### config.mk
export PLATFORM = sky130hd
export DESIGN_NAME = gauge_smbus_status_and_info_commands
export DESIGN_NICKNAME = d
export VERILOG_FILES = /design/src/gauge_pkg.sv /design/src/gauge_smbus_status_and_info_commands.sv /design/src/smbus_link.sv
export VERILOG_INCLUDE_DIRS = /design/src
export SDC_FILE = /design/constraint.sdc
export NUM_CORES = 1
export LEC_CHECK = 0
export ABC_AREA = 1
export BUFFER_PORTS_ARGS = -buffer_cell sky130_fd_sc_hd__buf_2
export CELL_PAD_IN_SITES_DETAIL_PLACEMENT = 2
export CELL_PAD_IN_SITES_GLOBAL_PLACEMENT = 2
export CORE_ASPECT_RATIO = 0.5
export CORE_MARGIN = 4
export CORE_UTILIZATION = 35
export CTS_BUF_LIST = sky130_fd_sc_hd__clkbuf_4 sky130_fd_sc_hd__clkbuf_8 sky130_fd_sc_hd__clkbuf_16
export DETAILED_ROUTE_END_ITERATION = 7
export PLACE_DENSITY_LB_ADDON = 0.1
export REMOVE_ABC_BUFFERS = 1
export SLEW_MARGIN = 0
export SYNTH_ARGS = -nofsm -noshare
export SYNTH_HDL_FRONTEND = slang
export SYNTH_HIERARCHICAL = 1
export SYNTH_SLANG_ARGS = --single-unit
### constraint.sdc
create_clock -name mclk -period 8.85 [get_ports mclk]
set_input_delay 1.3275 -clock mclk [delete_from_list [all_inputs] [get_ports mclk]]
set_output_delay 1.3275 -clock mclk [all_outputs]
set_load 0.005 [all_outputs]
### src/gauge_cfg.svh
`ifndef GAUGE_CFG_SVH
`define GAUGE_CFG_SVH

// SMBus slave address of a smart battery
`define SLAVE_ADDR 7'h0B

// Command codes
`define CMD_CHEM 8'h22
`define CMD_MAKER 8'h23
`define CMD_PACK 8'h2F
`define CMD_CELL_STD 6'h0F
`define CMD_CELL_ALT 6'h0E

// Shadowed flash window 0x22..0x31
`define FLASH_BASE 8'h22
`define SHADOW_SPAN 8'h10
`define LOAD_DONE 5'h10
`define IDX_CHEM_LEN 4'h0
`define IDX_PACK_CFG 4'h6
`define IDX_GAUGE_CFG 4'h7
`define IDX_MISC2 4'h9
`define IDX_FILTER 4'hA
`define IDX_MAKER_FIRST 5'h05

// Field positions
`define ALT_CELL_BIT 0
`define EDV_CELL_BIT 3
`define FLAG_PACK_INSERTED 7
`define FLAG_EDV 6
`define FLAG_SEAL 5
`define FLAG_QUAL 4
`define FLAG_AFE 3
`define FLAG_PF 2
`define FLAG_OVER 1
`define FLAG_UNDER 0

// Lengths, codes and reset values
`define CHEM_MAX 8'h04
`define MAKER_LEN 8'h0D
`define MAKER_AFE_IDX 5'h0B
`define MAKER_EDV_LO_IDX 5'h0C
`define MAKER_EDV_HI_IDX 5'h0D
`define PF_SET_CODE 8'h66
`define PF_CLR_CODE 8'h00
`define FILL_BYTE 8'hFF
`define FLAGS_RST 8'h00

`endif

### src/gauge_pkg.sv
package gauge_pkg;

typedef enum logic [3:0] {
    PH_IDLE = 4'h0,
    PH_ADDR = 4'h1,
    PH_ADDRACK = 4'h2,
    PH_CMD = 4'h3,
    PH_CMDACK = 4'h4,
    PH_TX = 4'h5,
    PH_TXACK = 4'h6,
    PH_TXNEXT = 4'h7,
    PH_WAIT = 4'h8
} link_phase_e;

typedef struct packed {
    logic sclMeta;
    logic sclSync;
    logic sclPrev;
    logic sdaMeta;
    logic sdaSync;
    logic sdaPrev;
    link_phase_e phase;
    logic [2:0] bitCnt;
    logic [7:0] shift;
    logic isRead;
    logic drive;
    logic cmdValid;
    logic [7:0] cmdByte;
    logic rdStart;
    logic txNext;
    logic busStop;
} link_state_s;

typedef enum logic {
    MODE_LOAD = 1'b0,
    MODE_RUN = 1'b1
} gauge_mode_e;

typedef struct packed {
    gauge_mode_e mode;
    logic [4:0] loadCnt;
    logic [7:0] rdAddr;
    logic [15:0][7:0] shadow;
    logic [7:0] cmd;
    logic cmdOk;
    logic [4:0] respIdx;
    logic [7:0] txByte;
    logic permanentFailureSeen;
    logic [7:0] packConditionFlags;
    logic wrEn;
    logic [7:0] wrAddr;
    logic [7:0] wrData;
} gauge_state_s;

endpackage : gauge_pkg

### src/gauge_smbus_status_and_info_commands.sv
`timescale 1ns/1ps
`include "gauge_cfg.svh"

module gauge_smbus_status_and_info_commands (
    input wire logic mclk,
    input wire logic sys_rst,
    input wire logic sclIn,
    input wire logic sdaIn,
    output logic sdaOut,
    output logic sdaOe,
    output logic flashRdEn,
    output logic [7:0] flashRdAddr,
    input wire logic [7:0] flashRdData,
    output logic flashWrEn,
    output logic [7:0] flashWrAddr,
    output logic [7:0] flashWrData,
    input wire logic saveReq,
    input wire logic [7:0] saveAddr,
    input wire logic [7:0] saveData,
    input wire logic packInserted,
    input wire logic sealed,
    input wire logic dischargeCycleQualified,
    input wire logic frontEndLinkFailed,
    input wire logic [7:0] permanentFailureCode,
    input wire logic prolongedOverCurrent,
    input wire logic overVoltage,
    input wire logic overTemperature,
    input wire logic overload,
    input wire logic overDischarge,
    input wire logic [15:0] packVoltageMv,
    input wire logic [15:0] cell1Mv,
    input wire logic [15:0] cell2Mv,
    input wire logic [15:0] cell3Mv,
    input wire logic [15:0] cell4Mv,
    input wire logic [15:0] edv2ThresholdMv,
    input wire logic [15:0] pendingEdvMv,
    input wire logic [7:0] frontEndStatus,
    output logic [7:0] packConditionFlags,
    output logic altCellCmdSelect,
    output logic configLoaded
);

gauge_pkg::gauge_state_s s;
gauge_pkg::gauge_state_s n;
logic cmdValid;
logic [7:0] cmdByte;
logic rdStart;
logic txNext;
logic busStop;
logic secondDischargeEndReached;
logic overlimitFaultNow;
logic underlimitFaultNow;
logic [15:0] lowestCellMv;
logic [15:0] selCellMv;
logic [4:0] nextIdx;
logic [7:0] saveOffset;

////////////////////////////////////////////////////////////////////////////////

function automatic logic [15:0] minMv(input logic [15:0] a, input logic [15:0] b);
    minMv = (a < b) ? a : b;
endfunction : minMv

function automatic logic cmdSupported(input logic [7:0] c, input logic alt);
    cmdSupported = (c == `CMD_CHEM) || (c == `CMD_MAKER) || (c == `CMD_PACK)
        || (c[7:2] == (alt ? `CMD_CELL_ALT : `CMD_CELL_STD));
endfunction : cmdSupported

function automatic logic [7:0] respByte(
    input logic [7:0] c,
    input logic [4:0] idx,
    input logic [15:0][7:0] sh,
    input logic [7:0] flags,
    input logic [15:0] cellWord,
    input logic [7:0] afe,
    input logic [15:0] edv,
    input logic alt
);
    logic [7:0] chemLen;
    chemLen = (sh[`IDX_CHEM_LEN] > `CHEM_MAX) ? `CHEM_MAX : sh[`IDX_CHEM_LEN];
    respByte = `FILL_BYTE;
    if (c == `CMD_CHEM) begin
        // Count first, then the stored characters
        if (idx == 5'h00) begin
            respByte = chemLen;
        end else if ({3'h0, idx} <= chemLen) begin
            respByte = sh[idx[3:0]];
        end
    end else if (c == `CMD_MAKER) begin
        if (idx == 5'h00) begin
            respByte = `MAKER_LEN;
        end else if (idx < `MAKER_AFE_IDX) begin
            // Pack cfg, gauge cfg, misc x2, filter, discharge, load, low, near full x2
            respByte = sh[4'(idx + `IDX_MAKER_FIRST)];
        end else if (idx == `MAKER_AFE_IDX) begin
            respByte = afe;
        end else if (idx == `MAKER_EDV_LO_IDX) begin
            respByte = edv[7:0];
        end else if (idx == `MAKER_EDV_HI_IDX) begin
            respByte = edv[15:8];
        end
    end else if (c == `CMD_PACK) begin
        if (idx == 5'h00) begin
            respByte = flags;
        end else if (idx == 5'h01) begin
            respByte = sh[`IDX_PACK_CFG];
        end
    end else if (c[7:2] == (alt ? `CMD_CELL_ALT : `CMD_CELL_STD)) begin
        if (idx == 5'h00) begin
            respByte = cellWord[7:0];
        end else if (idx == 5'h01) begin
            respByte = cellWord[15:8];
        end
    end
endfunction : respByte

////////////////////////////////////////////////////////////////////////////////

smbus_link link (
    .mclk(mclk),
    .sys_rst(sys_rst),
    .sclIn(sclIn),
    .sdaIn(sdaIn),
    .sdaOut(sdaOut),
    .sdaOe(sdaOe),
    .cmdAck(s.cmdOk),
    .txByte(s.txByte),
    .cmdValid(cmdValid),
    .cmdByte(cmdByte),
    .rdStart(rdStart),
    .txNext(txNext),
    .busStop(busStop)
);

////////////////////////////////////////////////////////////////////////////////

always_comb begin
    n = s;
    n.wrEn = 1'b0;
    altCellCmdSelect = s.shadow[`IDX_MISC2][`ALT_CELL_BIT];
    lowestCellMv = minMv(minMv(cell1Mv, cell2Mv), minMv(cell3Mv, cell4Mv));
    // Option picks the weakest cell or the whole pack
    secondDischargeEndReached = s.shadow[`IDX_GAUGE_CFG][`EDV_CELL_BIT]
        ? (lowestCellMv <= edv2ThresholdMv)
        : (packVoltageMv <= edv2ThresholdMv);
    overlimitFaultNow = prolongedOverCurrent | overVoltage | overTemperature;
    underlimitFaultNow = overload | overDischarge;
    unique case (s.cmd[1:0])
        2'h0: selCellMv = cell4Mv;
        2'h1: selCellMv = cell3Mv;
        2'h2: selCellMv = cell2Mv;
        2'h3: selCellMv = cell1Mv;
    endcase
    nextIdx = (s.respIdx == 5'h1F) ? s.respIdx : s.respIdx + 5'h01;
    saveOffset = saveAddr - `FLASH_BASE;

    // Stored code 0x66 sets, 0x00 clears, anything else holds
    if (permanentFailureCode == `PF_SET_CODE) begin
        n.permanentFailureSeen = 1'b1;
    end else if (permanentFailureCode == `PF_CLR_CODE) begin
        n.permanentFailureSeen = 1'b0;
    end

    // Bits sampled afresh every cycle; the failure bit copies the latch
    n.packConditionFlags[`FLAG_PACK_INSERTED] = packInserted;
    n.packConditionFlags[`FLAG_EDV] = secondDischargeEndReached;
    n.packConditionFlags[`FLAG_SEAL] = sealed;
    n.packConditionFlags[`FLAG_QUAL] = dischargeCycleQualified;
    n.packConditionFlags[`FLAG_AFE] = frontEndLinkFailed;
    n.packConditionFlags[`FLAG_PF] = n.permanentFailureSeen;
    n.packConditionFlags[`FLAG_OVER] = overlimitFaultNow;
    n.packConditionFlags[`FLAG_UNDER] = underlimitFaultNow;

    unique case (s.mode)
        gauge_pkg::MODE_LOAD: begin
            // One-cycle read latency: data lags the address by one
            if (s.loadCnt != 5'h00) begin
                n.shadow[s.loadCnt[3:0] - 4'h1] = flashRdData;
            end
            n.loadCnt = s.loadCnt + 5'h01;
            n.rdAddr = `FLASH_BASE + {3'h0, s.loadCnt} + 8'h01;
            if (s.loadCnt == `LOAD_DONE) begin
                n.mode = gauge_pkg::MODE_RUN;
            end
        end
        gauge_pkg::MODE_RUN: begin
            if (cmdValid) begin
                n.cmd = cmdByte;
                n.cmdOk = cmdSupported(cmdByte, altCellCmdSelect);
            end else if (busStop) begin
                n.cmdOk = 1'b0;
            end
            if (rdStart) begin
                n.respIdx = 5'h00;
                n.txByte = respByte(s.cmd, 5'h00, s.shadow, s.packConditionFlags,
                    selCellMv, frontEndStatus, pendingEdvMv, altCellCmdSelect);
            end else if (txNext) begin
                n.respIdx = nextIdx;
                n.txByte = respByte(s.cmd, nextIdx, s.shadow, s.packConditionFlags,
                    selCellMv, frontEndStatus, pendingEdvMv, altCellCmdSelect);
            end
        end
    endcase

    // History saves go to flash; shadow kept coherent so reads match
    if (saveReq) begin
        n.wrEn = 1'b1;
        n.wrAddr = saveAddr;
        n.wrData = saveData;
        if (saveOffset < `SHADOW_SPAN) begin
            n.shadow[saveOffset[3:0]] = saveData;
        end
    end
end

always_ff @(posedge mclk) begin
    if (sys_rst) begin
        s <= '0;
        s.mode <= gauge_pkg::MODE_LOAD;
        s.rdAddr <= `FLASH_BASE;
        s.packConditionFlags <= `FLAGS_RST;
    end else begin
        s <= n;
    end
end

////////////////////////////////////////////////////////////////////////////////

// Chemistry bytes feed only respByte: no control path reads them.
assign flashRdEn = (s.mode == gauge_pkg::MODE_LOAD);
assign flashRdAddr = s.rdAddr;
assign flashWrEn = s.wrEn;
assign flashWrAddr = s.wrAddr;
assign flashWrData = s.wrData;
assign packConditionFlags = s.packConditionFlags;
assign configLoaded = (s.mode == gauge_pkg::MODE_RUN);

endmodule : gauge_smbus_status_and_info_commands

### src/smbus_link.sv
`timescale 1ns/1ps
`include "gauge_cfg.svh"

module smbus_link (
    input wire logic mclk,
    input wire logic sys_rst,
    input wire logic sclIn,
    input wire logic sdaIn,
    output logic sdaOut,
    output logic sdaOe,
    input wire logic cmdAck,
    input wire logic [7:0] txByte,
    output logic cmdValid,
    output logic [7:0] cmdByte,
    output logic rdStart,
    output logic txNext,
    output logic busStop
);

gauge_pkg::link_state_s s;
gauge_pkg::link_state_s n;
logic rise;
logic fall;
logic startCond;
logic stopCond;
logic [7:0] inByte;

////////////////////////////////////////////////////////////////////////////////

always_comb begin
    n = s;
    n.sclMeta = sclIn;
    n.sclSync = s.sclMeta;
    n.sdaMeta = sdaIn;
    n.sdaSync = s.sdaMeta;
    n.sclPrev = s.sclSync;
    n.sdaPrev = s.sdaSync;
    n.cmdValid = 1'b0;
    n.rdStart = 1'b0;
    n.txNext = 1'b0;
    n.busStop = 1'b0;
    rise = s.sclSync & ~s.sclPrev;
    fall = ~s.sclSync & s.sclPrev;
    startCond = s.sclSync & s.sclPrev & s.sdaPrev & ~s.sdaSync;
    stopCond = s.sclSync & s.sclPrev & ~s.sdaPrev & s.sdaSync;
    inByte = {s.shift[6:0], s.sdaSync};
    if (startCond) begin
        // Repeated start also lands here
        n.phase = gauge_pkg::PH_ADDR;
        n.bitCnt = 3'h0;
        n.drive = 1'b0;
    end else if (stopCond) begin
        n.phase = gauge_pkg::PH_IDLE;
        n.drive = 1'b0;
        n.busStop = 1'b1;
    end else begin
        unique case (s.phase)
            gauge_pkg::PH_ADDR, gauge_pkg::PH_CMD: begin
                if (rise) begin
                    n.shift = inByte;
                    n.bitCnt = s.bitCnt + 3'h1;
                    if (s.bitCnt == 3'h7) begin
                        if (s.phase == gauge_pkg::PH_CMD) begin
                            n.cmdValid = 1'b1;
                            n.cmdByte = inByte;
                            n.phase = gauge_pkg::PH_CMDACK;
                        end else if (inByte[7:1] == `SLAVE_ADDR) begin
                            n.isRead = inByte[0];
                            n.rdStart = inByte[0];
                            n.phase = gauge_pkg::PH_ADDRACK;
                        end else begin
                            n.phase = gauge_pkg::PH_WAIT;
                        end
                    end
                end
            end
            gauge_pkg::PH_ADDRACK: begin
                if (fall) begin
                    if (!s.drive) begin
                        n.drive = 1'b1;
                    end else if (s.isRead) begin
                        n.phase = gauge_pkg::PH_TX;
                        n.shift = txByte;
                        n.drive = ~txByte[7];
                        n.bitCnt = 3'h0;
                    end else begin
                        n.phase = gauge_pkg::PH_CMD;
                        n.drive = 1'b0;
                        n.bitCnt = 3'h0;
                    end
                end
            end
            gauge_pkg::PH_CMDACK: begin
                // Refused command: no ack, then ignore until start or stop
                if (fall) begin
                    if (s.drive) begin
                        n.drive = 1'b0;
                        n.phase = gauge_pkg::PH_WAIT;
                    end else if (cmdAck) begin
                        n.drive = 1'b1;
                    end else begin
                        n.phase = gauge_pkg::PH_WAIT;
                    end
                end
            end
            gauge_pkg::PH_TX: begin
                if (fall) begin
                    n.bitCnt = s.bitCnt + 3'h1;
                    if (s.bitCnt == 3'h7) begin
                        n.drive = 1'b0;
                        n.phase = gauge_pkg::PH_TXACK;
                    end else begin
                        n.shift = {s.shift[6:0], 1'b0};
                        n.drive = ~s.shift[6];
                    end
                end
            end
            gauge_pkg::PH_TXACK: begin
                if (rise) begin
                    if (!s.sdaSync) begin
                        n.txNext = 1'b1;
                        n.phase = gauge_pkg::PH_TXNEXT;
                    end else begin
                        n.phase = gauge_pkg::PH_WAIT;
                    end
                end
            end
            gauge_pkg::PH_TXNEXT: begin
                if (fall) begin
                    n.shift = txByte;
                    n.drive = ~txByte[7];
                    n.bitCnt = 3'h0;
                    n.phase = gauge_pkg::PH_TX;
                end
            end
            gauge_pkg::PH_IDLE, gauge_pkg::PH_WAIT: begin
            end
            default: begin
                n.phase = gauge_pkg::PH_IDLE;
                n.drive = 1'b0;
            end
        endcase
    end
end

always_ff @(posedge mclk) begin
    if (sys_rst) begin
        s <= '0;
        // Idle bus is high; starting the history there avoids a false edge
        s.sclMeta <= 1'b1;
        s.sclSync <= 1'b1;
        s.sclPrev <= 1'b1;
        s.sdaMeta <= 1'b1;
        s.sdaSync <= 1'b1;
        s.sdaPrev <= 1'b1;
    end else begin
        s <= n;
    end
end

////////////////////////////////////////////////////////////////////////////////

// Open drain: the pin is only ever pulled low
assign sdaOut = 1'b0;
assign sdaOe = s.drive;
assign cmdValid = s.cmdValid;
assign cmdByte = s.cmdByte;
assign rdStart = s.rdStart;
assign txNext = s.txNext;
assign busStop = s.busStop;

endmodule : smbus_link

# ---- Yosys cells after proc, flatten, opt, wreduce, memory -nomap -nowiden
# Cells that the tools add are included.
dict set report op_classes {
  n_addsub 8
  magnitude_cmp 15
  eq_ne 51
  muxes 88
  bitwise_logic 27
  reduce_logical 31
}
# op n
set ops {}
lappend ops {{128-bit 2-to-1 mux} 3}
lappend ops {{128-bit bitwise mux} 2}
lappend ops {{8-bit 2-to-1 mux} 26}
lappend ops {{142-bit 2-to-1 mux} 1}
lappend ops {{8-bit binary-select mux with 4-bit select} 2}
lappend ops {{8-bit demux with 4-bit select} 2}
lappend ops {{16-bit 2-to-1 mux} 4}
lappend ops {{16-bit case mux with 4 select lines} 1}
lappend ops {{15-bit 2-to-1 mux} 4}
lappend ops {{8-bit by 6-bit == test with 1-bit output (second input constant)} 6}
lappend ops {{16-bit < comparator} 3}
lappend ops {{11-bit case mux with 4 select lines} 1}
lappend ops {{4-bit 2-to-1 mux} 10}
lappend ops {{4-bit by 1-bit inequality test with 1-bit output (second input constant)} 9}
lappend ops {{16-bit <= comparator} 2}
lappend ops {{4-bit case mux with 7 select lines} 1}
lappend ops {{13-bit 2-to-1 mux} 2}
lappend ops {{1-bit 2-to-1 mux} 23}
lappend ops {{11-bit AND reduction} 2}
lappend ops {{4-bit by 5-bit < comparator with 1-bit output (second input constant)} 4}
lappend ops {{2-bit by 1-bit inequality test with 1-bit output (second input constant)} 10}
lappend ops {{17-bit 2-to-1 mux} 1}
lappend ops {{1-bit inverter} 17}
lappend ops {{4-bit by 3-bit == test with 1-bit output (second input constant)} 4}
lappend ops {{55 further kinds} 80}
dict set report word_totals {
  reg_bits 225
  inputBits 166
  out_inout_bits 38
}

# ---- Logic depth before layout (Yosys ltp)
# Gate-level depths: netlist (run 1).
dict set report depth {
  ltp_word 12
  ltp_mapped 35
  depth_no_buf 34
}

# ---- Modules after synthesis
# The synthesis (run 1) kept the hierarchy.
# module instances cells_per_inst area_per_inst_um2 seq_area_each_um2
set by_module_without_submodules {}
lappend by_module_without_submodules {gauge_smbus_status_and_info_commands 1 2323 14856.7 3743.6}
lappend by_module_without_submodules {smbus_link 1 283 1969.4 680.7}

# ---- Worst setup path after synthesis (run 1)
# OpenSTA, ideal clock, no wires.
dict set report synth_timing {
  path_type {in2reg}
  from {in cell4Mv[15]}
  to {reg packConditionFlags[6] (netlist name)}
  setup_time_ns 0.134
  t_arrival_ns 5.217
  required_time_ns 8.716
  path_slack_ns 3.499
  cell_stages 27
  path_buffers 2
  cell_sequence {inv_1 > ha_1 > nand2_1 > nor4_1 > nand2_1 > nand2_1 > clkbuf_1 > nand2_1 > o21ai_0 > inv_1 > ha_1 > a21oi_1 > nor2_1 > a2111oi_2 > nand2_1 > buf_2 > nand2_1 > nand2_1 > ha_1 > nand2_1 > nor2_1 > a211oi_1 > o221a_2 > o21ai_0 > o41ai_1 > nand2_1 > a21oi_1}
}
dict set report synth_between {
  elab_chain_len 6
}
# element line_no
set synth_lines {}
lappend synth_lines {{start: declaration} gauge_smbus_status_and_info_commands.sv:34} ;# input wire logic [15:0] cell4Mv,
lappend synth_lines {{16-bit < comparator} gauge_smbus_status_and_info_commands.sv:61} ;# minMv = (a < b) ? a : b;
lappend synth_lines {{16-bit 2-to-1 mux (*)} gauge_smbus_status_and_info_commands.sv:61}
lappend synth_lines {{16-bit < comparator} gauge_smbus_status_and_info_commands.sv:61}
lappend synth_lines {{16-bit 2-to-1 mux (*)} gauge_smbus_status_and_info_commands.sv:61}
lappend synth_lines {{16-bit <= comparator (*)} gauge_smbus_status_and_info_commands.sv:144} ;# ? (lowestCellMv <= edv2ThresholdMv)
lappend synth_lines {{1-bit 2-to-1 mux (*)} gauge_smbus_status_and_info_commands.sv:143} ;# secondDischargeEndReached = s.shadow[`IDX_GAUGE_CFG][`EDV_CELL_BIT]
# Mark *: on every way between the ends. The rest lies on a longest branch, timed or not.
# A chain may end at the register's enable or synchronous reset.

# ---- Worst setup path after layout (run 1)
dict set report layout_timing {
  from {in cell4Mv[13]}
  to {reg packConditionFlags[6] (netlist name)}
}
dict set report layout_between {
  elab_chain_len 6
}
# element line_no
set layout_lines {}
lappend layout_lines {{16-bit < comparator} gauge_smbus_status_and_info_commands.sv:61}
lappend layout_lines {{16-bit 2-to-1 mux (*)} gauge_smbus_status_and_info_commands.sv:61}
lappend layout_lines {{16-bit < comparator} gauge_smbus_status_and_info_commands.sv:61}
lappend layout_lines {{16-bit 2-to-1 mux (*)} gauge_smbus_status_and_info_commands.sv:61}
lappend layout_lines {{16-bit <= comparator (*)} gauge_smbus_status_and_info_commands.sv:144}
lappend layout_lines {{1-bit 2-to-1 mux (*)} gauge_smbus_status_and_info_commands.sv:143}
# Marks and branches as above.

==> impl_metrics.csv, run 1 <==
group,metric,value,unit
status,status,"completed",
cells_and_area,final_core_utilization,39.6,%
min_path,whs_path_depth,1,
yosys,synth_fa_ha_area_share,7.06,%
clock_network,cts-root-buf,"clkbuf_16",
pwr,pwr-share-comb,19.7,%
routing,antenna_left,0,
clock_network,cts_sinks,221,
grt,grt_pass1_vias,19600,
yosys,synth_edf_count,0,
min_path,worstHoldEndpoint,"link/inByte[0]",
yosys,synth_top_family_by_area,"compound AO/OA/AOI/OAI gates",
clock_network,cts_tree,"yes",
pwr,vdd_drop_max,0.000136,V
die,die_y,163,µm
sta,tightest_slew,1.33,ns
die,die_w,318,µm
routing,routedWlPerCell,23.0,µm
sta,max_slew_margin,11.1,%
yosys,synth_cells,2606,
yosys,synthArstFlopShare,0,%
yosys,synth_compound_area_share,26.5,%
pwr,swShare,31.4,%
clock_network,cts_resized,0,
routing,drt_iter0_drc,1300,
cells_and_area,final_layout_size_suffix_gt1_share,13.5,%
yosys,synth_cell_types,56,
yosys,synth.area.mux_share,2.74,%
clock_network,cts_buffers,25,
sta,setup_viol,0,
yosys,yosysMostFrequentCell,"nand2_1",
yosys,syn_avg_cell_area,6.46,µm²
sta,rsz0062_at_grt,"false",
pwr,powerDensity,150,mW/mm²
setup_path,critPathMaxStageDelay,0.74,ns
setup_path,cpMostUsedCell,"nand2_1",
routing,via_per_inst,5.69,
placement,io_buffers,201,
sta,totalNegativeSetupSlack,0,ns
die,io_pins,204,
min_path,hp-class,"reg2reg",
run,cap_violations,0,
yosys,yosys.area_share.simple,24.7,%
placement,place_ws,2.17,ns
clock_network,hold_buffers,0,
placement,gp_congestion,0.898,
setup_path,start_kind,"input port",
routing,wl,76.4,mm
setup_path,reg2reg_slack,3.29,ns
yosys,yosys.area.top_type,"dfxtp_1",
setup_path,rr_endpoint,"s[29]",
clock_network,path_clk_slew,0.07,ns
routing,wl_met2,36.2,mm
clock_network,htree_levels,1,
setup_path,cp_data_required_time,9.33,ns
grt,grt_util_all_layers,28.3,%
setup_path,reg2reg_from,"s[34]",
sta,period_share,70.9,%
grt,overflow,0,
yosys,ys.flop_type,"dfxtp_1",
yosys,synth_top_area_share,26.3,%
cells_and_area,instances_no_fill,3326,
die,rows,56,
die,initial_utilization,35.7,%
grt,grt_max_degree,159,
routing,num_vias,18900,
min_path,worstHoldStart,"link/n[30]",
sta,setup_slack,2.57,ns
setup_path,criticalPathCategory,"in2reg",
cells_and_area,fillers,5882,
sta,finalHoldViolations,0,
pwr,p_int,0.00192,W
setup_path,cp.arrival,6.75,ns
routing,wl_met3,3.67,mm
cells_and_area,area_growth,11.0,%
sta,fmax,159,MHz
die,core,0.0472,mm²
yosys,ys_ff_latch,221,
sta,slew_viol_final,0,
setup_path,cp-end-kind,"register",
routing,m1WireLength,34.9,mm
setup_path,cp_slowest_cell,"o21ai_0",
yosys,synthXorXnorAreaFrac,0.312,%
sta,skew,0.0321,ns
clock_network,post-cts-setup-buffers,0,
cells_and_area,nets,2924,
setup_path,worstPathMaxFanout,31,
yosys,seq_area_frac_synth,26.3,%
yosys,syn_area,0.0168,mm²
grt,grt_pass1_wl,116,mm
placement,dp_cells,3274,
clock_network,clock_latency,0.56,ns
yosys,synthTopCellsByCount,"nand2_1 (559), o21ai_0 (339), a21oi_1 (275)",
yosys,synth.area.top_cells,"dfxtp_1 (26%), nand2_1 (12%), o21ai_0 (10%)",
yosys,ys_warn_count,6,
placement,dpl.hpwl,53.9,mm
routing,drt_drc_violations_left,0,
routing,firstDrtPassIters,5,
pwr,power_frac_seq,37.8,%
setup_path,r2r_cells,20,
sta,fin_crit,6.28,ns
die,fp.dieArea,0.0519,mm²
clock_network,clockBufferDepth,3,
pwr,p_leak,8.05,nW
grt,grt_antenna_before_repair,9,
pwr,clkPwrFrac,42.5,%
routing,top_layer,"met5",
pwr,p_sw,0.000877,W
[flip-flops by register name, summed over array words and instances (netlist names)]
name and cells:
flashWrAddr 8, packConditionFlags 8, link/txNext 1, link/inByte 8
link/n 3, link/cmdValid 1, link/sdaOe 1, link/rdStart 1
s 154, link/busStop 1, link/s 10, flashRdAddr 6
flashWrData 8, configLoaded 1, flashWrEn 1, altCellCmdSelect 1
link/cmdByte 8
[layer usage]
metal / up-vias / GRT usage (%)
met2: 447 / 49.6
met3: 105 / 4.11
met5: - / 0
li1: 8874 / -
met4: 4 / 6.97
met1: 9507 / 37.1
[cells by family after synthesis]
kind of cell / after synthesis
other: 3
muxes: 41
adders and majority gates: 95
and+or+nand+nor: 975
buffers and inverters: 471
xor gates and xnor gates: 6
AOI/OAI and AO/OA: 794
DFF: 221
[cell usage in the layout, fill, tap and decap left out, types with 7 or more instances in the layout]
master     Yosys  final
nor2_4         9      9
buf_2         42    201
clkbuf_16      0     25
o21ai_1       12     12
o211ai_1     110    110
dfxtp_1      221    221
clkinv_1      11     12
nand4_1       20     20
nor2_1       188    188
nor3_1        21     21
o221ai_1       7      7
a21oi_1      275    275
buf_4         52     16
inv_1        260    258
nand2_1      559    559
nand3_1      141    141
inv_2         12     12
o2111ai_1      8      8
a31oi_1        7      7
ha_1          95     94
mux2_2        41     41
nand2_2        8      8
o21ai_0      339    339
[how the worst max path moves through the flow]
stage | endpoint | cells past startpoint | slack (ns) | start
6_report | packConditionFlags[6] | 27 | 2.57 | cell4Mv[13]
5_1_grt | packConditionFlags[6] | 26 | 1.98 | cell4Mv[11]
4_1_cts | packConditionFlags[6] | 27 | 2.72 | cell4Mv[14]
3_5_place_dp | packConditionFlags[6] | 27 | 2.17 | cell4Mv[14]
3_3_place_gp | packConditionFlags[6] | 27 | 2.34 | cell4Mv[13]
2_1_floorplan | packConditionFlags[6] | 24 | 2.79 | cell2Mv[15]
[worst max-delay path: cells and delay by family]
family	cells	cell delay, ns
buffers and inverters	4	0.36
adders and majority gates	3	0.89
and+or+nand+nor	8	1.62
AOI/OAI and AO/OA	12	2.52
[stage by stage]
step,instance area [µm²],hold WS (ns),power [W]
after floorplan,15800,0.389,0.00140
after global placement,17800,0.391,0.00160
after detailed placement,17800,0.401,0.00162
after CTS,18700,0.416,0.00281
after global routing,18700,0.429,0.00294
final,18700,0.415,0.00279
[cell type report]
type | instances | area, µm² | share of cell area, %
clock buffer | 31 | 683 | 3.66
antenna | 6 | 15.0 | 0.0804
clock inverter | 15 | 215 | 1.15
multi-input combinational | 1915 | 10400 | 55.4
inverter | 283 | 1070 | 5.71
sequential | 221 | 4420 | 23.7
tap | 638 | 798 | 4.27
timing repair buffer | 217 | 1130 | 6.03
[power by group through the flow]
stage	Combinational [W]	Clock (W)	Sequential [W]
finish	0.000551	0.00119	0.00106
global route	0.000626	0.00125	0.00106
CTS	0.000550	0.00121	0.00105
detailed placement	0.000544	0	0.00108
global placement	0.000521	0	0.00108
floorplan	0.000328	0	0.00107
Power figures use the tool's default switching activity.
==> inputs of run 2 (changes only) <==
- CORE_UTILIZATION: 35 -> 32
- clock period: 8.85 -> 6.3 ns (I/O delays scaled with it)
==> impl_metrics.csv, run 2 (synthesis gave the netlist of run 1 again) <==
group,metric,value,unit
pwr,vdd_drop_max,0.000170,V
clock_network,htree_levels,1,
clock_network,cts_resized,0,
grt,grt_util_all_layers,26.0,%
grt,grt_pass1_vias,19300,
grt,grt_max_degree,89,
sta,tightest_slew,1.28,ns
pwr,swShare,32.3,%
placement,io_buffers,201,
setup_path,cpMostUsedCell,"nand2_1",
sta,totalNegativeSetupSlack,0,ns
clock_network,cts-root-buf,"clkbuf_16",
routing,drt_drc_violations_left,0,
cells_and_area,instances_no_fill,3395,
clock_network,hold_buffers,0,
setup_path,cp_data_required_time,6.80,ns
sta,skew,0.0339,ns
die,rows,59,
grt,grt_antenna_before_repair,3,
cells_and_area,largest_reg_flops,154,
routing,routedWlPerCell,22.4,µm
routing,wl,76.1,mm
die,die_y,170,µm
cells_and_area,area_growth,11.6,%
sta,fin_crit,5.39,ns
run,cap_violations,0,
setup_path,start_kind,"input port",
sta,fmax,186,MHz
sta,slew_viol_final,0,
pwr,p_int,0.00263,W
cells_and_area,nets,2932,
grt,overflow,0,
min_path,worstHoldStart,"link/n[33]",
clock_network,clockBufferDepth,3,
routing,firstDrtPassIters,5,
pwr,p_sw,0.00126,W
sta,finalHoldViolations,0,
grt,grt_pass1_wl,116,mm
setup_path,rr_endpoint,"s[29]",
placement,gp_congestion,0.862,
routing,via_per_inst,5.50,
clock_network,cts_tree,"yes",
sta,setup_viol,0,
setup_path,reg2reg_from,"s[34]",
die,die_w,332,µm
placement,dpl.hpwl,54.8,mm
min_path,hp-class,"reg2reg",
pwr,pwr-share-comb,20.1,%
setup_path,reg2reg_slack,1.78,ns
placement,dp_cells,3344,
sta,max_slew_margin,14.4,%
cells_and_area,top_register,"s",
die,fp.dieArea,0.0565,mm²
clock_network,post-cts-setup-buffers,0,
cells_and_area,final_cell_mix,"nand2_1 (558), o21ai_0 (339), a21oi_1 (275)",
cells_and_area,final_core_utilization,36.1,%
pwr,p_leak,8.09,nW
sta,holdWs,0.410,ns
clock_network,cts_buffers,26,
pwr,power_frac_seq,38.1,%
die,core,0.0520,mm²
clock_network,path_clk_slew,0.08,ns
pwr,clkPwrFrac,41.8,%
min_path,worstHoldEndpoint,"link/n[32]",
setup_path,criticalPathCategory,"in2reg",
routing,num_vias,18700,
routing,antenna_left,0,
min_path,whs_path_depth,1,
status,status,"completed",
clock_network,cts_sinks,221,
clock_network,clock_latency,0.58,ns
pwr,powerDensity,207,mW/mm²
sta,rsz0062_at_grt,"false",
setup_path,cp.arrival,5.89,ns
die,initial_utilization,32.4,%
cells_and_area,final_layout_size_suffix_gt1_share,13.8,%
setup_path,r2r_cells,19,
setup_path,worstPathMaxFanout,19,
routing,drt_iter0_drc,963,
die,io_pins,204,
cells_and_area,largest_registers,"s: 154 flops, link/s: 10 flops",
setup_path,cp_slowest_cell,"nand2_1",
pwr,p_total,0.00389,W
setup_path,cp-end-kind,"register",
sta,period_share,85.5,%
setup_path,critPathMaxStageDelay,0.40,ns
cells_and_area,layout_commonest_cell,"nand2_1",
[run 2: metrics by stage]
stage	area [µm²]	worst slack [ns]
detailed placement	17900	0.0959
global route	18800	0.205
CTS	18800	0.714
global placement	17900	0.296
finish	18800	0.912
floorplan	15800	0.623
[run 2: per-layer routing]
layer | up-vias | track usage [%] | wire length (µm)
li1 | 8878 | - | -
met1 | 9327 | 35.3 | 36300
met2 | 377 | 45.0 | 35100
met3 | 86 | 2.86 | 3130
met4 | 0 | 5.28 | 1600
met5 | - | 0 | 0
[run 2: final cells by class]
class,instances,area [µm²]
timing repair buffer,224,1180
tap,701,877
fill,6444,33200
antenna,3,7.51
sequential,221,4420
inverter,283,1070
clock buffer,35,743
multi-input combinational,1915,10400
clock inverter,13,131
[run 2: critical path, delay by kind of cell]
kind                       cells  cell delay, ns
AOI/OAI and AO/OA             10            1.69
adders and majority gates      3            0.86
buffers and inverters          4            0.58
and+or+nand+nor               13            1.79
[run 2: how the worst max path moves through the flow]
stage / startpoint / to / slack, ns / cells past startpoint
5_1_grt: cell4Mv[3] / packConditionFlags[6] / 0.20 / 30
3_5_place_dp: cell4Mv[3] / packConditionFlags[6] / 0.1 / 29
4_1_cts: cell4Mv[3] / packConditionFlags[6] / 0.71 / 29
6_report: cell4Mv[3] / packConditionFlags[6] / 0.91 / 30
3_3_place_gp: cell4Mv[3] / packConditionFlags[6] / 0.30 / 30
2_1_floorplan: cell2Mv[15] / packConditionFlags[6] / 0.62 / 24
[run 2: power by group through the flow]
| stage | registers [W] | clock network (W) | logic (W) |
|---|---|---|---|
| finish | 0.00148 | 0.00162 | 0.000781 |
| global route | 0.00149 | 0.00171 | 0.000889 |
| CTS | 0.00148 | 0.00166 | 0.000785 |
| detailed placement | 0.00151 | 0 | 0.000778 |
| global placement | 0.00151 | 0 | 0.000746 |
| floorplan | 0.00150 | 0 | 0.000461 |
==> inputs of run 3 (changes only) <==
- ABC_AREA: 1 -> default
- CORE_UTILIZATION: 32 -> 36
==> impl_metrics.csv, run 3 <==
group,metric,value,unit
status,status,"completed",
setup_path,cp_data_required_time,6.78,ns
grt,grt_pass1_wl,108,mm
grt,grt_pass1_vias,17300,
routing,via_per_inst,5.95,
sta,totalNegativeSetupSlack,0,ns
routing,drt_iter0_drc,1185,
die,io_pins,204,
die,rows,56,
yosys,ys_warn_count,6,
clock_network,post-cts-setup-buffers,0,
min_path,worstHoldStart,"link/n[30]",
sta,tightest_slew,1.32,ns
setup_path,reg2reg_from,"s[53]",
placement,io_buffers,201,
cells_and_area,final_layout_size_suffix_gt1_share,17.2,%
clock_network,cts_sinks,221,
yosys,synth_top_area_share,25.8,%
routing,wl,71.8,mm
sta,rsz0062_at_grt,"false",
die,fp.dieArea,0.0514,mm²
sta,skew,0.0279,ns
die,core,0.0469,mm²
yosys,synth_fa_ha_area_share,6.93,%
yosys,synth.area.top_cells,"dfxtp_1 (26%), mux2i_1 (13%), ha_1 (6.9%)",
clock_network,cts-root-buf,"clkbuf_16",
routing,num_vias,16700,
cells_and_area,nets,2411,
clock_network,cts_resized,0,
sta,finalHoldViolations,0,
yosys,ys.flop_type,"dfxtp_1",
yosys,ys_ff_latch,221,
die,die_w,317,µm
setup_path,cp.arrival,6.41,ns
yosys,yosysMostFrequentCell,"nor2_1",
yosys,synth_edf_count,0,
min_path,hp-class,"reg2reg",
sta,fmax,169,MHz
grt,grt_max_degree,173,
clock_network,clockBufferDepth,3,
yosys,synth_cells,2078,
sta,slew_viol_final,0,
grt,overflow,0,
yosys,synthXorXnorAreaFrac,0.722,%
yosys,yosys.area.top_type,"dfxtp_1",
setup_path,worstPathMaxFanout,7,
clock_network,cts_tree,"yes",
cells_and_area,layout_commonest_cell,"nor2_1",
grt,grt_antenna_before_repair,2,
clock_network,hold_buffers,0,
yosys,syn_avg_cell_area,8.26,µm²
die,initial_utilization,36.5,%
sta,period_share,94.1,%
yosys,synth_cell_types,90,
pwr,vdd_drop_max,0.000175,V
cells_and_area,largest_reg_flops,154,
grt,grt_util_all_layers,27.1,%
yosys,synth_compound_area_share,21.0,%
yosys,synth.area.mux_share,20.8,%
clock_network,htree_levels,1,
run,cap_violations,0,
sta,fin_crit,5.93,ns
routing,drt_drc_violations_left,0,
cells_and_area,largest_registers,"s: 154 flops, link/s: 10 flops",
sta,setup_viol,0,
yosys,seq_area_frac_synth,25.8,%
setup_path,cp-end-kind,"register",
yosys,yosys.area_share.simple,17.1,%
yosys,synthTopCellsByCount,"nor2_1 (269), mux2i_1 (230), dfxtp_1 (221)",
cells_and_area,top_register,"s",
clock_network,path_clk_slew,0.07,ns
routing,antenna_left,0,
routing,firstDrtPassIters,6,
setup_path,criticalPathCategory,"in2reg",
clock_network,cts_buffers,25,
cells_and_area,final_cell_mix,"nor2_1 (269), mux2i_1 (230), dfxtp_1 (221)",
setup_path,startpoint,"cell1Mv[1]",
die,die_y,162,µm
placement,gp_congestion,0.889,
setup_path,start_kind,"input port",
pwr,powerDensity,197,mW/mm²
yosys,synthArstFlopShare,0,%
sta,holdWs,0.425,ns
yosys,synth_top_family_by_area,"compound AO/OA/AOI/OAI gates",
routing,routedWlPerCell,25.6,µm
clock_network,clock_latency,0.58,ns
cells_and_area,area_growth,11.3,%
pwr,p_leak,7.78,nW
placement,dpl.hpwl,52.7,mm
sta,max_slew_margin,11.9,%
yosys,syn_area,0.0172,mm²
## run 3: metal layers
layer / global-route usage, % / up-vias / part of all wire (%)
li1: - / 7711 / -
met5: 0 / - / 0
met4: 4.90 / 0 / 1.8
met1: 38.0 / 8537 / 47
met2: 45.9 / 371 / 47
met3: 2.86 / 76 / 4.4
## run 3: layout make-up
type	count	area [µm²]
diodes	1	2.50
well taps	638	798
clock buffers	37	753
fillers	5394	27800
flip-flops and latches	221	4420
inverters	86	323
clock inverters	7	57.6
multi-input cells	1581	11400
repair buffers	235	1290
## run 3: critical path: stages
cell,delay [ns]
buf_2,0.12
ha_1,0.29
a2111oi_0,0.43
o21ai_0,0.32
a31oi_2,0.33
buf_4,0.25
mux2i_1,0.28
inv_1,0.07
ha_1,0.31
a21o_1,0.19
a21o_1,0.18
a21oi_1,0.24
nand2_1,0.09
nor2_1,0.14
inv_1,0.09
o31ai_4,0.31
mux2i_1,0.25
ha_1,0.26
nor2b_1,0.14
o21a_1,0.17
o21a_1,0.17
o21a_1,0.17
o21ai_0,0.19
a21oi_1,0.11
o21a_1,0.17
a211oi_1,0.19
## run 3: path summary, 6_finish.rpt
check / to / depth (start not counted) / slack [ns]
worst min-delay path: link/inByte[0] / 1 / 0.42
worst max register to register: s[27] / 12 / 1.96
worst min register to register: link/inByte[0] / 1 / 0.42
worst max-delay path: packConditionFlags[6] / 26 / 0.37
## run 3: cell families (layout without fill, tap and decap cells)
kind of cell,Yosys count,count (layout)
mux,287,287
flops,221,221
simple gates,640,640
buf+inv,277,365
fa+ha+maj,95,95
other cells,3,5
compound gates,543,543
xor+xnor,12,12
## run 3: where the power goes
group / total, W / switching [W] / internal [W]
Sequential: 0.00150 / 0.0000547 / 0.00144
Combinational: 0.000745 / 0.000444 / 0.000301
Clock: 0.00153 / 0.000696 / 0.000834
## run 3: per-stage QoR
step / power (W) / util, % / worst slack (ns) / instances / area, µm²
4_1_cts: 0.00379 / 40.7 / 0.423 / 2805 / 19100
2_1_floorplan: 0.00193 / - / -0.0368 / 1888 / 16200
5_1_grt: 0.00394 / 40.7 / 0.0148 / 2806 / 19100
3_5_place_dp: 0.00227 / 38.9 / -0.178 / 2761 / 18300
6_report: 0.00377 / 40.7 / 0.372 / 2806 / 19100
3_3_place_gp: 0.00224 / 38.9 / 0.0218 / 2761 / 18300
